===== src/include/pfs_pkg.sv =====
// shared constants for the pad function select and pad control block
package pfs_pkg;

   // bus geometry
   localparam int ADDR_W   = 16;
   localparam int DATA_W   = 32;
   localparam int STRB_W   = 4;

   // byte offsets of the registers
   localparam logic [15:0] OFF_SEL_G6   = 16'h0030;
   localparam logic [15:0] OFF_SEL_G7   = 16'h0034;
   localparam logic [15:0] OFF_SEL_G8   = 16'h0038;
   localparam logic [15:0] OFF_SCAN_IN  = 16'h004C;
   localparam logic [15:0] OFF_SCAN_OUT = 16'h0050;
   localparam logic [15:0] OFF_CTL_LOW  = 16'hF008;
   localparam logic [15:0] OFF_CTL_MID  = 16'hF00C;
   localparam logic [15:0] OFF_WAKE_LVL = 16'hF040;

   // storage indices; the level register has no storage
   localparam int NUM_RW = 7;
   localparam logic [2:0] IDX_SEL_G6   = 3'h0;
   localparam logic [2:0] IDX_SEL_G7   = 3'h1;
   localparam logic [2:0] IDX_SEL_G8   = 3'h2;
   localparam logic [2:0] IDX_SCAN_IN  = 3'h3;
   localparam logic [2:0] IDX_SCAN_OUT = 3'h4;
   localparam logic [2:0] IDX_CTL_LOW  = 3'h5;
   localparam logic [2:0] IDX_CTL_MID  = 3'h6;
   localparam logic [2:0] IDX_WAKE_LVL = 3'h7;

   // function select field layout
   localparam int FSEL_W      = 6;
   localparam int FSEL_STRIDE = 8;
   localparam int FSEL_PER    = 4;
   localparam int FSEL_PADS   = 11;

   // pad control slot layout
   localparam int SLOT_W      = 3;
   localparam int SLOT_WAKE   = 0;
   localparam int SLOT_PULL   = 1;
   localparam int PULL_W      = 2;
   localparam int PINS_PER    = 10;
   localparam int CTL_PINS    = 20;
   localparam int TEST_SLOT   = 8;
   localparam int TEST_LSB    = 24;
   localparam int TEST_W      = 3;
   localparam int PIN03_PULL_LSB = 10;

   // pull encodings
   localparam logic [1:0] PULL_NONE   = 2'h0;
   localparam logic [1:0] PULL_WEAK   = 2'h1;
   localparam logic [1:0] PULL_STRONG = 2'h2;
   localparam logic [1:0] PULL_DOWN   = 2'h3;

   // reset values
   localparam logic [2:0] TEST_CFG_RST  = 3'h6;
   localparam logic [1:0] PIN03_PULL_RST = PULL_DOWN;
   localparam logic [31:0] RST_CTL_LOW = (32'(TEST_CFG_RST) << TEST_LSB)
                                       | (32'(PIN03_PULL_RST) << PIN03_PULL_LSB);
   localparam logic [31:0] RST_ZERO    = 32'h0000_0000;

   // writable bits of each register; the rest read as zero
   localparam logic [31:0] MASK_SEL_FULL = 32'h3F3F_3F3F;
   localparam logic [31:0] MASK_SEL_G8   = 32'h003F_3F3F;
   localparam logic [31:0] MASK_SCAN_IN  = 32'h0000_FFFF;
   localparam logic [31:0] MASK_SCAN_OUT = 32'h0003_FFFF;
   localparam logic [31:0] MASK_CTL      = 32'h3FFF_FFFF;

   localparam logic [NUM_RW-1:0][31:0] REG_MASK = {MASK_CTL, MASK_CTL, MASK_SCAN_OUT,
      MASK_SCAN_IN, MASK_SEL_G8, MASK_SEL_FULL, MASK_SEL_FULL};
   localparam logic [NUM_RW-1:0][31:0] REG_RST = {RST_ZERO, RST_CTL_LOW, RST_ZERO,
      RST_ZERO, RST_ZERO, RST_ZERO, RST_ZERO};

   // bus responses
   localparam logic [1:0] RESP_OKAY   = 2'h0;
   localparam logic [1:0] RESP_SLVERR = 2'h2;

   // wake pin settling after reset
   localparam logic [1:0] WARM_DONE = 2'h3;

endpackage : pfs_pkg


===== src/core/pfs_axil_slave.sv =====
// axi4-lite slave front end for the pad control register file
`timescale 1ns/100ps
module pfs_axil_slave
   import pfs_pkg::*;
(
   input  wire logic              clock_i,
   input  wire logic              rst_i,
   input  wire logic [ADDR_W-1:0] awaddr_i,
   input  wire logic              awvalid_i,
   output logic                   awready_o,
   input  wire logic [DATA_W-1:0] wdata_i,
   input  wire logic [STRB_W-1:0] wstrb_i,
   input  wire logic              wvalid_i,
   output logic                   wready_o,
   output logic [1:0]             bresp_o,
   output logic                   bvalid_o,
   input  wire logic              bready_i,
   input  wire logic [ADDR_W-1:0] araddr_i,
   input  wire logic              arvalid_i,
   output logic                   arready_o,
   output logic [DATA_W-1:0]      rdata_o,
   output logic [1:0]             rresp_o,
   output logic                   rvalid_o,
   input  wire logic              rready_i,
   output logic                   wr_en_o,
   output logic [ADDR_W-1:0]      wr_addr_o,
   output logic [DATA_W-1:0]      wr_data_o,
   output logic [STRB_W-1:0]      wr_strb_o,
   input  wire logic              wr_hit_i,
   output logic                   rd_en_o,
   output logic [ADDR_W-1:0]      rd_addr_o,
   input  wire logic [DATA_W-1:0] rd_data_i,
   input  wire logic              rd_hit_i
);

   logic              aw_held_r, aw_held_nxt;
   logic              w_held_r,  w_held_nxt;
   logic [ADDR_W-1:0] awaddr_r,  awaddr_nxt;
   logic [DATA_W-1:0] wdata_r,   wdata_nxt;
   logic [STRB_W-1:0] wstrb_r,   wstrb_nxt;
   logic              awready_r, awready_nxt;
   logic              wready_r,  wready_nxt;
   logic              bvalid_r,  bvalid_nxt;
   logic [1:0]        bresp_r,   bresp_nxt;
   logic              arready_r, arready_nxt;
   logic              rvalid_r,  rvalid_nxt;
   logic [1:0]        rresp_r,   rresp_nxt;
   logic [DATA_W-1:0] rdata_r,   rdata_nxt;

   // address and data are caught separately; commit waits for both
   always_comb begin
      aw_held_nxt = aw_held_r;
      w_held_nxt  = w_held_r;
      awaddr_nxt  = awaddr_r;
      wdata_nxt   = wdata_r;
      wstrb_nxt   = wstrb_r;
      bvalid_nxt  = bvalid_r;
      bresp_nxt   = bresp_r;
      rvalid_nxt  = rvalid_r;
      rresp_nxt   = rresp_r;
      rdata_nxt   = rdata_r;
      wr_en_o     = 1'b0;
      rd_en_o     = 1'b0;
      if (awvalid_i && awready_r) begin
         aw_held_nxt = 1'b1;
         awaddr_nxt  = awaddr_i;
      end
      if (wvalid_i && wready_r) begin
         w_held_nxt = 1'b1;
         wdata_nxt  = wdata_i;
         wstrb_nxt  = wstrb_i;
      end
      if (bvalid_r && bready_i) begin
         bvalid_nxt = 1'b0;
      end
      // an unmapped write still answers, with slverr
      if (aw_held_r && w_held_r && !bvalid_r) begin
         wr_en_o     = 1'b1;
         aw_held_nxt = 1'b0;
         w_held_nxt  = 1'b0;
         bvalid_nxt  = 1'b1;
         bresp_nxt   = wr_hit_i ? RESP_OKAY : RESP_SLVERR;
      end
      if (rvalid_r && rready_i) begin
         rvalid_nxt = 1'b0;
      end
      if (arvalid_i && arready_r) begin
         rd_en_o    = 1'b1;
         rvalid_nxt = 1'b1;
         rdata_nxt  = rd_hit_i ? rd_data_i : '0;
         rresp_nxt  = rd_hit_i ? RESP_OKAY : RESP_SLVERR;
      end
      awready_nxt = !aw_held_nxt;
      wready_nxt  = !w_held_nxt;
      arready_nxt = !rvalid_nxt;  // one read in flight at a time
      if (rst_i) begin
         aw_held_nxt = 1'b0;
         w_held_nxt  = 1'b0;
         bvalid_nxt  = 1'b0;
         rvalid_nxt  = 1'b0;
         awready_nxt = 1'b0;
         wready_nxt  = 1'b0;
         arready_nxt = 1'b0;
         bresp_nxt   = RESP_OKAY;
         rresp_nxt   = RESP_OKAY;
         rdata_nxt   = '0;
      end
   end

   // channel state registers
   always_ff @(posedge clock_i) begin
      aw_held_r <= aw_held_nxt;
      w_held_r  <= w_held_nxt;
      awaddr_r  <= awaddr_nxt;
      wdata_r   <= wdata_nxt;
      wstrb_r   <= wstrb_nxt;
      awready_r <= awready_nxt;
      wready_r  <= wready_nxt;
      bvalid_r  <= bvalid_nxt;
      bresp_r   <= bresp_nxt;
      arready_r <= arready_nxt;
      rvalid_r  <= rvalid_nxt;
      rresp_r   <= rresp_nxt;
      rdata_r   <= rdata_nxt;
   end

   // every axi output is a flop; rd_addr_o is araddr_i passed straight through
   assign awready_o = awready_r;
   assign wready_o  = wready_r;
   assign bvalid_o  = bvalid_r;
   assign bresp_o   = bresp_r;
   assign arready_o = arready_r;
   assign rvalid_o  = rvalid_r;
   assign rresp_o   = rresp_r;
   assign rdata_o   = rdata_r;
   assign wr_addr_o = awaddr_r;
   assign wr_data_o = wdata_r;
   assign wr_strb_o = wstrb_r;
   assign rd_addr_o = araddr_i;

endmodule : pfs_axil_slave


===== src/core/pfs_pad_ctrl.sv =====
// pad function select, pull and wake polarity control with axi4-lite registers
`timescale 1ns/100ps
module pfs_pad_ctrl
   import pfs_pkg::*;
(
   input  wire logic                        clock_i,
   input  wire logic                        rst_i,
   input  wire logic [ADDR_W-1:0]           s_axi_awaddr_i,
   input  wire logic                        s_axi_awvalid_i,
   output logic                             s_axi_awready_o,
   input  wire logic [DATA_W-1:0]           s_axi_wdata_i,
   input  wire logic [STRB_W-1:0]           s_axi_wstrb_i,
   input  wire logic                        s_axi_wvalid_i,
   output logic                             s_axi_wready_o,
   output logic [1:0]                       s_axi_bresp_o,
   output logic                             s_axi_bvalid_o,
   input  wire logic                        s_axi_bready_i,
   input  wire logic [ADDR_W-1:0]           s_axi_araddr_i,
   input  wire logic                        s_axi_arvalid_i,
   output logic                             s_axi_arready_o,
   output logic [DATA_W-1:0]                s_axi_rdata_o,
   output logic [1:0]                       s_axi_rresp_o,
   output logic                             s_axi_rvalid_o,
   input  wire logic                        s_axi_rready_i,
   output logic [FSEL_PADS*FSEL_W-1:0]      pad_func_sel_o,
   output logic [15:0]                      scan_in_en_o,
   output logic [17:0]                      scan_out_en_o,
   output logic [CTL_PINS-1:0]              pull_weak_up_o,
   output logic [CTL_PINS-1:0]              pull_strong_up_o,
   output logic [CTL_PINS-1:0]              pull_down_o,
   output logic [CTL_PINS-1:0]              wake_negedge_o,
   output logic [TEST_W-1:0]                test_config_pin_o,
   input  wire logic [CTL_PINS-1:0]         wake_pin_i,
   output logic [CTL_PINS-1:0]              wake_event_o
);

   logic [NUM_RW-1:0][31:0]    reg_r;
   logic [NUM_RW-1:0][31:0]    reg_nxt;
   logic                       wr_en;
   logic [ADDR_W-1:0]          wr_addr;
   logic [DATA_W-1:0]          wr_data;
   logic [STRB_W-1:0]          wr_strb;
   logic                       wr_hit;
   logic [2:0]                 wr_idx;
   logic                       rd_en;
   logic [ADDR_W-1:0]          rd_addr;
   logic [DATA_W-1:0]          rd_data;
   logic                       rd_hit;
   logic [2:0]                 rd_idx;
   logic [31:0]                byte_mask;

   logic [FSEL_PADS*FSEL_W-1:0] sel_r,    sel_nxt;
   logic [15:0]                 sin_r;
   logic [17:0]                 sout_r;
   logic [CTL_PINS-1:0]         weak_r,   weak_nxt;
   logic [CTL_PINS-1:0]         strong_r, strong_nxt;
   logic [CTL_PINS-1:0]         down_r,   down_nxt;
   logic [CTL_PINS-1:0]         neg_r,    neg_nxt;
   logic [TEST_W-1:0]           test_r;

   logic [CTL_PINS-1:0]         wake_meta_r;
   logic [CTL_PINS-1:0]         wake_sync_r;
   logic [CTL_PINS-1:0]         wake_prev_r;
   logic [CTL_PINS-1:0]         wake_ev_r,  wake_ev_nxt;
   logic [1:0]                  warm_r,     warm_nxt;

   // address decode shared by both directions; bit 3 is the hit flag
   function automatic logic [3:0] decode(input logic [ADDR_W-1:0] a);
      logic [3:0] d;
      d = 4'h0;
      case (a)
         OFF_SEL_G6:   d = {1'b1, IDX_SEL_G6};
         OFF_SEL_G7:   d = {1'b1, IDX_SEL_G7};
         OFF_SEL_G8:   d = {1'b1, IDX_SEL_G8};
         OFF_SCAN_IN:  d = {1'b1, IDX_SCAN_IN};
         OFF_SCAN_OUT: d = {1'b1, IDX_SCAN_OUT};
         OFF_CTL_LOW:  d = {1'b1, IDX_CTL_LOW};
         OFF_CTL_MID:  d = {1'b1, IDX_CTL_MID};
         OFF_WAKE_LVL: d = {1'b1, IDX_WAKE_LVL};
         default:      d = 4'h0;
      endcase
      return d;
   endfunction : decode

   pfs_axil_slave u_bus (
      .clock_i   (clock_i),
      .rst_i     (rst_i),
      .awaddr_i  (s_axi_awaddr_i),
      .awvalid_i (s_axi_awvalid_i),
      .awready_o (s_axi_awready_o),
      .wdata_i   (s_axi_wdata_i),
      .wstrb_i   (s_axi_wstrb_i),
      .wvalid_i  (s_axi_wvalid_i),
      .wready_o  (s_axi_wready_o),
      .bresp_o   (s_axi_bresp_o),
      .bvalid_o  (s_axi_bvalid_o),
      .bready_i  (s_axi_bready_i),
      .araddr_i  (s_axi_araddr_i),
      .arvalid_i (s_axi_arvalid_i),
      .arready_o (s_axi_arready_o),
      .rdata_o   (s_axi_rdata_o),
      .rresp_o   (s_axi_rresp_o),
      .rvalid_o  (s_axi_rvalid_o),
      .rready_i  (s_axi_rready_i),
      .wr_en_o   (wr_en),
      .wr_addr_o (wr_addr),
      .wr_data_o (wr_data),
      .wr_strb_o (wr_strb),
      .wr_hit_i  (wr_hit),
      .rd_en_o   (rd_en),
      .rd_addr_o (rd_addr),
      .rd_data_i (rd_data),
      .rd_hit_i  (rd_hit)
   );

   // byte lanes widened to a bit mask
   always_comb begin
      for (int b = 0; b < STRB_W; b++) begin
         byte_mask[b*8 +: 8] = {8{wr_strb[b]}};
      end
   end

   // register file next state; the level word ignores writes
   always_comb begin
      {wr_hit, wr_idx} = decode(wr_addr);
      reg_nxt = reg_r;
      if (wr_en && wr_hit && (wr_idx != IDX_WAKE_LVL)) begin
         reg_nxt[wr_idx] = ((reg_r[wr_idx] & ~byte_mask) | (wr_data & byte_mask))
                         & REG_MASK[wr_idx];
      end
      if (rst_i) begin
         reg_nxt = REG_RST;
      end
   end

   // read mux; storage is always masked so reserved bits come back zero
   always_comb begin
      {rd_hit, rd_idx} = decode(rd_addr);
      rd_data = '0;
      if (rd_en && rd_hit) begin
         if (rd_idx == IDX_WAKE_LVL) begin
            rd_data = {{(DATA_W-CTL_PINS){1'b0}}, wake_sync_r};
         end else begin
            rd_data = reg_r[rd_idx] & REG_MASK[rd_idx];
         end
      end
   end

   // function select fields for pads 24 to 34
   for (genvar k = 0; k < FSEL_PADS; k++) begin : g_fsel
      localparam int RI  = int'(IDX_SEL_G6) + k / FSEL_PER;
      localparam int LSB = (k % FSEL_PER) * FSEL_STRIDE;
      assign sel_nxt[k*FSEL_W +: FSEL_W] = reg_nxt[RI][LSB +: FSEL_W];
   end

   // per-pin pull decode and wake polarity
   for (genvar p = 0; p < CTL_PINS; p++) begin : g_pin
      localparam int RI = (p < PINS_PER) ? int'(IDX_CTL_LOW) : int'(IDX_CTL_MID);
      localparam int SB = (p % PINS_PER) * SLOT_W;
      if (p == TEST_SLOT) begin : g_test
         // slot taken by the test config field: no pull, no wake
         assign weak_nxt[p]    = 1'b0;
         assign strong_nxt[p]  = 1'b0;
         assign down_nxt[p]    = 1'b0;
         assign neg_nxt[p]     = 1'b0;
         assign wake_ev_nxt[p] = 1'b0;
      end else begin : g_norm
         logic [PULL_W-1:0] pull;
         logic              neg;
         assign pull = reg_nxt[RI][SB + SLOT_PULL +: PULL_W];
         assign neg  = reg_r[RI][SB + SLOT_WAKE];
         assign weak_nxt[p]   = (pull == PULL_WEAK);
         assign strong_nxt[p] = (pull == PULL_STRONG);
         assign down_nxt[p]   = (pull == PULL_DOWN);
         assign neg_nxt[p]    = reg_nxt[RI][SB + SLOT_WAKE];
         // edge chosen by polarity, held off until the pipe has settled
         assign wake_ev_nxt[p] = (warm_r == WARM_DONE) && !rst_i &&
            (neg ? (wake_prev_r[p] & ~wake_sync_r[p])
                 : (~wake_prev_r[p] & wake_sync_r[p]));
      end
   end

   // settle counter: avoids a false edge from the reset value of the pipe
   always_comb begin
      warm_nxt = warm_r;
      if (warm_r != WARM_DONE) begin
         warm_nxt = warm_r + 2'h1;
      end
      if (rst_i) begin
         warm_nxt = 2'h0;
      end
   end

   // register storage and decoded pad outputs
   always_ff @(posedge clock_i) begin
      reg_r    <= reg_nxt;
      sel_r    <= sel_nxt;
      sin_r    <= reg_nxt[IDX_SCAN_IN][15:0];
      sout_r   <= reg_nxt[IDX_SCAN_OUT][17:0];
      weak_r   <= weak_nxt;
      strong_r <= strong_nxt;
      down_r   <= down_nxt;
      neg_r    <= neg_nxt;
      test_r   <= reg_nxt[IDX_CTL_LOW][TEST_LSB +: TEST_W];
      warm_r   <= warm_nxt;
      wake_ev_r <= wake_ev_nxt;
   end

   // wake pins are asynchronous: two flops before any use
   always_ff @(posedge clock_i) begin
      if (rst_i) begin
         wake_meta_r <= '0;
         wake_sync_r <= '0;
         wake_prev_r <= '0;
      end else begin
         wake_meta_r <= wake_pin_i;
         wake_sync_r <= wake_meta_r;
         wake_prev_r <= wake_sync_r;
      end
   end

   // pad side outputs, all straight from flops
   assign pad_func_sel_o    = sel_r;
   assign scan_in_en_o      = sin_r;
   assign scan_out_en_o     = sout_r;
   assign pull_weak_up_o    = weak_r;
   assign pull_strong_up_o  = strong_r;
   assign pull_down_o       = down_r;
   assign wake_negedge_o    = neg_r;
   assign test_config_pin_o = test_r;
   assign wake_event_o      = wake_ev_r;

endmodule : pfs_pad_ctrl


===== config.mk =====
export PLATFORM = sky130hd
export DESIGN_NAME = pfs_pad_ctrl
export DESIGN_NICKNAME = d
export VERILOG_FILES = /design/src/include/pfs_pkg.sv /design/src/core/pfs_axil_slave.sv /design/src/core/pfs_pad_ctrl.sv
export SDC_FILE = /design/constraint.sdc
export NUM_CORES = 1
export LEC_CHECK = 0
export CAP_MARGIN = 5
export CELL_PAD_IN_SITES_DETAIL_PLACEMENT = 0
export CELL_PAD_IN_SITES_GLOBAL_PLACEMENT = 1
export CORE_MARGIN = 2
export CORE_UTILIZATION = 40
export DETAILED_ROUTE_END_ITERATION = 6
export DONT_BUFFER_PORTS = 1
export PLACE_DENSITY = 0.8
export SETUP_SLACK_MARGIN = 0.5
export SLEW_MARGIN = 15
export SYNTH_ARGS = -nofsm -noshare
export SYNTH_HDL_FRONTEND = slang
export SYNTH_SLANG_ARGS = --single-unit

===== constraint.sdc =====
create_clock -name clock_i -period 3.8 [get_ports clock_i]
set_input_delay 0.76 -clock clock_i [delete_from_list [all_inputs] [get_ports clock_i]]
set_output_delay 0.76 -clock clock_i [all_outputs]
set_load 0.01 [all_outputs]

==> run summary, run 1 <==
Overflow after GRT = 0
CP Cell Sequence = and3b_1, a21o_1, and3_1, a2111o_1, buf_12, or2_0, a32o_1, buf_4, o31ai_1
worst slack, placed = 0.347 ns
DRT iter0 DRCs = 1,509
Critical-path top delay cell = edfxtp_1
leading post-synthesis cells by cell area = dfxtp_1 38%, edfxtp_1 8.2%, nand2_1 6.1%, buf_4 5.5%, a21oi_1 5.1%
Die Wd = 218 microns
syn avg cell area = 8.80 sq um
fmax = 310 MHz
post-synthesis cell type count = 81
Final WS setup = 0.579 ns
Setup CP Type = reg2reg
DPL Wire Length = 49,100 microns
Final nets = 2,054
Avg WL per Cell = 26.4 microns
Max Cap Viol = 0
vias per cell = 5.94
minimum clock period = 3.22 ns
largest net degree at the start of global routing = 302
Final Hold Fails = 0
global placement routability congestion = 0.963
Pwr Density = 455 nW/um^2
WHS Path Cells = 0
Post-Syn Area = 18,300 sq um
via count = 15,400
CTS Root Buffer Type = clkbuf_16
hold bufs inserted after CTS = 0
Hold Path Origin = s_axi_wdata_i[24]
GRT Overall Usage = 28.0%
CTS tree = built
Final setup viols = 0
reg-to-reg startpoint = u_bus.wr_addr_o[4]
clock slew at reported path FFs = 0.06 ns
layout cells sized above 1 = 12.9%
Crit path buffers/inverters = 2
initial antenna violation count = 0
CP delay by family, top = compound AO/OA/AOI/OAI gates
register area share after synthesis = 46.6%
Max transition margin = 20.9%
Worst Path Required = 4.23 ns
Final Slew Violations = 0
Core ar. = 45,300 sq um
top_reg_cell synth = dfxtp_1
Port Buffers = 0
htree depth = 2
RSZ-0062 raised after global routing = no
DIE AREA = 47,600 sq um
Worst setup SP type = register
leading cell type in the layout, fill and taps excluded = dfxtp_1
clock buffer depth = 3
initial core utilization = 40.5%
Worst Path Max Fanout = 18
status = complete, no violations
largest stage delay on the critical path = 0.54 ns
num rows = 78
number of synthesized register bits = 402
worst min path class = in2reg
worst path arrival time = 3.65 ns
Area Overhead vs Synth = 8.67%
Ports = 339
static leakage = 6.77 nW
final hold slack = 0.262 ns
r2r endpoint = pull_strong_up_o[14]
multi-input logic area = 8320 sq um
Die H = 218 microns
Post-synth EDFFs = 50
first-pass GRT wire length = 98,400 microns
Clk Latency, worst-skew pair = 0.59 ns
final setup TNS = 0 ns
antenna-violating nets left = 0
Seq. cell area = 8550 sq um
VDD IR max = 0.000362 V
FILL cells = 4,414
most frequent cells in the layout = 352 x dfxtp_1, 299 x nand2_1, 191 x nor2_1, 185 x a21oi_1, 83 x buf_4
Total Wirelength = 68,500 microns
Pre-antenna DRT Iters = 5
reg2reg setup slack = 0.58 ns
Clock Skew = 0.0272 ns
Syn. warnings = 0
Worst-Margin Slew = 1.18 ns
final period utilization = 84.8%
post-synth top area cell = dfxtp_1
Yosys top cell area share = 38.4%
CTS buffer count = 45
Pwr Total = 9.07 mW
CP Capture Type = register
R2R cell count = 9
vias in the first global route = 14,700
Synth Instances = 2,085
Sinks on Clock Net = 402
Endpoint, Worst Hold = u_bus.wr_data_o[24]
drt drc = 0
Synth async-reset ratio = 0%
==> report_power, final <==
| group | total, mW | internal, mW | switching (mW) |
|---|---|---|---|
| Clock | 4.44 | 2.62 | 1.81 |
| Sequential | 4.43 | 4.37 | 0.0592 |
| Combinational | 0.210 | 0.0836 | 0.126 |
==> layout make-up <==
cell class,instances,share of cell area [%]
Antenna cell,1,0.0126
Clock inverter,24,1.17
Timing Repair Buffer,88,3.58
Clock buffer,60,6.35
Multi-Input combinational cell,1394,41.7
Sequential cell,402,42.9
Tap cell,600,3.77
Inverter,27,0.508
==> worst max-delay path by stage <==
stage	startpoint	to	cells after the start
detailed placement	s_axi_araddr_i[9]	u_bus.rdata_o[20]	9
global placement	s_axi_araddr_i[9]	u_bus.rdata_o[20]	9
floorplan	s_axi_araddr_i[9]	u_bus.rdata_o[11]	10
global route	u_bus.wr_addr_o[12]	pull_weak_up_o[13]	8
CTS	u_bus.wr_addr_o[12]	pull_strong_up_o[0]	10
finish	u_bus.wr_addr_o[4]	pull_strong_up_o[14]	9
==> cells in the mapped netlist, drive strengths merged (29+ instances only) <==
library cell and instances:
nand2 299, nor2 193, mux2i 32, dfxtp 352, nand3b 35, clkbuf 96, nor2b 70, a21oi 186
nand3 29, o21ai 69, edfxtp 50, buf 174, a211oi 76
==> layer usage <==
metal,vias to the layer above,wire [microns],track usage [%]
met2,834,31600,45.0
li1,6989,-,-
met5,-,0,0
met1,7474,27000,35.5
met3,132,7530,8.39
met4,0,2330,10.1
==> state kept, by name, indices dropped and copies added (netlist names), 2 cells and up <==
name / flops
u_bus.rdata_o: 30
warm_r: 2
test_config_pin_o: 2
pad_func_sel_o: 65
wake_prev_r: 19
wake_event_o: 19
reg_r: 74
wake_sync_r: 20
pull_strong_up_o: 19
pull_weak_up_o: 19
pull_down_o: 19
wake_meta_r: 20
u_bus.wr_strb_o: 4
scan_in_en_o: 16
wake_negedge_o: 18
u_bus.wr_data_o: 30
u_bus.wr_addr_o: 16
==> cells by family after synthesis <==
group / count (synthesis) / share of synthesized area (%)
other: 1 / 0.0204
adder cells (fa/ha/maj): 1 / 0.0682
flip-flops: 402 / 46.6
AO/OA/AOI/OAI: 546 / 20.3
buffers and inverters: 297 / 9.16
multiplexers: 50 / 2.85
AND/OR/NAND/NOR: 787 / 21.0
XOR/XNOR: 1 / 0.0477
==> metrics by stage <==
stage               util (%)  instance area (sq um)  std cells
floorplan                  -                  18400       2093
global placement        40.4                  18300       2507
detailed placement      40.4                  18300       2507
CTS                     43.7                  19800       2592
global route            44.0                  19900       2595
finish                  44.0                  19900       2596
==> repair_timing <==
item                       in CTS  in global routing
buffers inserted                1                  3
setup endpoints to repair      14                 77
pin swaps                       1                  2
resized for setup               2                 17
Note: power is estimated with default switching activity, not from simulation.
==> run 2, diff against run 1 <==
PLACE_DENSITY = 0.83   (was 0.8)
clock period = 2.8 ns   (was 3.8 ns; I/O delays follow)
==> run 2 against run 1 <==
Against the previous run:
- the run now ends with negative setup slack left
- worst hold slack worse by 0.20 ns
- routed wire length is 8.9% higher
- die area stayed put
- global-route usage is 1.0 points higher
- critical path type unchanged
- sequential power is 36% higher
- combinational power is 110% higher
- clock skew is 0.0028 ns higher
- clock power is 34% higher
==> run summary, run 2 (synthesis gave the netlist of run 1 again) <==
status = finished, violations left
failing checks = negative setup slack
final period utilization = 105%
Total Wirelength = 74,600 microns
DRT iter0 DRCs = 1,790
Critical-path top delay cell = edfxtp_1
Setup CP Type = reg2reg
worst min path class = in2reg
Clock Skew = 0.0301 ns
clock slew at reported path FFs = 0.06 ns
leading cell type in the layout, fill and taps excluded = dfxtp_1
Final setup viols = 80
CTS buffer count = 43
global placement routability congestion = 0.950
Sinks on Clock Net = 402
first-pass GRT wire length = 102,000 microns
largest net degree at the start of global routing = 302
fmax = 340 MHz
Post-DP Area = 20,100 sq um
CTS tree = built
Worst Path Required = 3.28 ns
Worst Path Max Fanout = 8
DPL Wire Length = 52,200 microns
reg2reg setup slack = -0.14 ns
r2r endpoint = pad_func_sel_o[30]
RSZ-0062 raised after global routing = yes
CP Capture Type = register
Crit path buffers/inverters = 4
Clk Latency, worst-skew pair = 0.60 ns
Worst-Margin Slew = 0.980 ns
largest stage delay on the critical path = 0.48 ns
reg-to-reg startpoint = u_bus.wr_addr_o[5]
max reg flops = 74
via count = 16,900
Die H = 218 microns
Final Slew Violations = 0
Core ar. = 45,300 sq um
Avg WL per Cell = 26.2 microns
Overflow after GRT = 0
vias in the first global route = 15,600
Pwr Density = 516 nW/um^2
VDD IR max = 0.000463 V
post-route design area = 24,000 sq um
most frequent cells in the layout = 352 x dfxtp_1, 272 x nand2_1, 228 x buf_4, 167 x nor2_1, 141 x a21oi_1
Die Wd = 218 microns
DIE AREA = 47,600 sq um
worst path arrival time = 3.42 ns
num rows = 78
Largest Register = reg_r
static leakage = 8.63 nW
GRT Overall Usage = 29.0%
Max Cap Viol = 0
Hold Path Origin = s_axi_wdata_i[18]
WHS Path Cells = 0
CP delay by family, top = compound AO/OA/AOI/OAI gates
drt drc = 0
initial core utilization = 40.5%
R2R cell count = 12
Area Overhead vs Synth = 30.8%
Final WS setup = -0.139 ns
Max transition margin = 34.7%
Final nets = 2,306
Worst setup SP type = register
Ports = 339
initial antenna violation count = 4
minimum clock period = 2.94 ns
worst slack, placed = -0.230 ns
CP Cell Sequence = and3b_2, a22o_4, buf_4, buf_6, a2bb2oi_4, buf_6, nor3_4, a211oi_4, a32o_2, buf_4, nor2_1, nor3_1
vias per cell = 5.93
Port Buffers = 0
Pre-antenna DRT Iters = 6
htree depth = 2
CTS Root Buffer Type = clkbuf_16
Final Hold Fails = 0
layout cells sized above 1 = 34.4%
antenna-violating nets left = 0
Endpoint, Worst Hold = u_bus.wr_data_o[18]
clock buffer depth = 3
-- run 2: cell count changes in the layout (fill, tap and decap cells not counted), sizes merged --
cell,change
diode,+3
clkinvlp,+4
clkinv,-6
bufinv,-2
clkbuf,+3
a2bb2oi,+1
a32o,+2
inv,+1
buf,+247
-- run 2: per-stage QoR --
step / hold slack [ns] / power (mW) / instances / util, % / setup TNS (ns)
after detailed placement: 0.424 / 6.49 / 2671 / 44.4 / -13.89
after floorplan: 0.414 / 6.40 / 2093 / - / -1.26
after global routing: 0.0386 / 12.7 / 2845 / 53.0 / -16.68
final: 0.0591 / 12.4 / 2849 / 53.0 / -4.21
after CTS: 0.0321 / 12.4 / 2787 / 49.8 / -0.198
after global placement: 0.419 / 6.48 / 2670 / 44.4 / -13.37
-- run 2: power by group --
group | internal (mW) | switching (mW) | total (mW)
Sequential | 5.93 | 0.0776 | 6.01
Clock | 3.41 | 2.53 | 5.93
Combinational | 0.210 | 0.234 | 0.443
Total | 9.54 | 2.84 | 12.4
-- run 2: worst max path at each step --
stage | start | to | slack (ns) | depth (start not counted)
6_report | u_bus.wr_addr_o[5] | pad_func_sel_o[30] | -0.14 | 12
5_1_grt | u_bus.wr_addr_o[12] | pull_weak_up_o[11] | -0.23 | 14
4_1_cts | u_bus.wr_addr_o[5] | pull_weak_up_o[11] | -0.04 | 12
3_5_place_dp | u_bus.wr_addr_o[6] | pull_weak_up_o[11] | -0.23 | 12
3_3_place_gp | s_axi_araddr_i[1] | u_bus.rdata_o[8] | -0.25 | 9
2_1_floorplan | s_axi_araddr_i[9] | u_bus.rdata_o[11] | -0.17 | 10
-- run 2: final cells by class --
type / count / area [sq um]
Inverter: 27 / 101
Multi-Input combinational cell: 1397 / 9790
Fill cell: 3999 / 21300
Timing Repair Buffer: 339 / 3320
Clock buffer: 59 / 1270
Tap cell: 600 / 751
Antenna cell: 4 / 10.0
Sequential cell: 402 / 8550
Clock inverter: 21 / 211
-- run 2: timing repair --
item / in CTS / in global routing
setup buffers: 33 / 52
setup endpoints to repair: 246 / 258
pin swaps: 44 / 121
cloned: 3 / 6
endpoints found under the hold margin: 0 / 0
gates resized for setup: 142 / 235
hold buffers: 0 / 0
-- run 2: layer usage --
layer,track usage (%),up-vias,part of all wire [%]
li1,-,7526,-
met1,34.6,8205,37
met2,47.3,956,47
met3,10.1,206,12
met4,12.6,4,4.2
met5,0,-,0.11
-- run 2: worst register-to-register path, delay by kind of cell, from the launching register on --
family                 cells  cell delay [ns]
AO/OA/AOI/OAI              4             1.19
buffers and inverters      4             0.57
flip-flops                 1             0.48
AND/OR/NAND/NOR            4             0.61
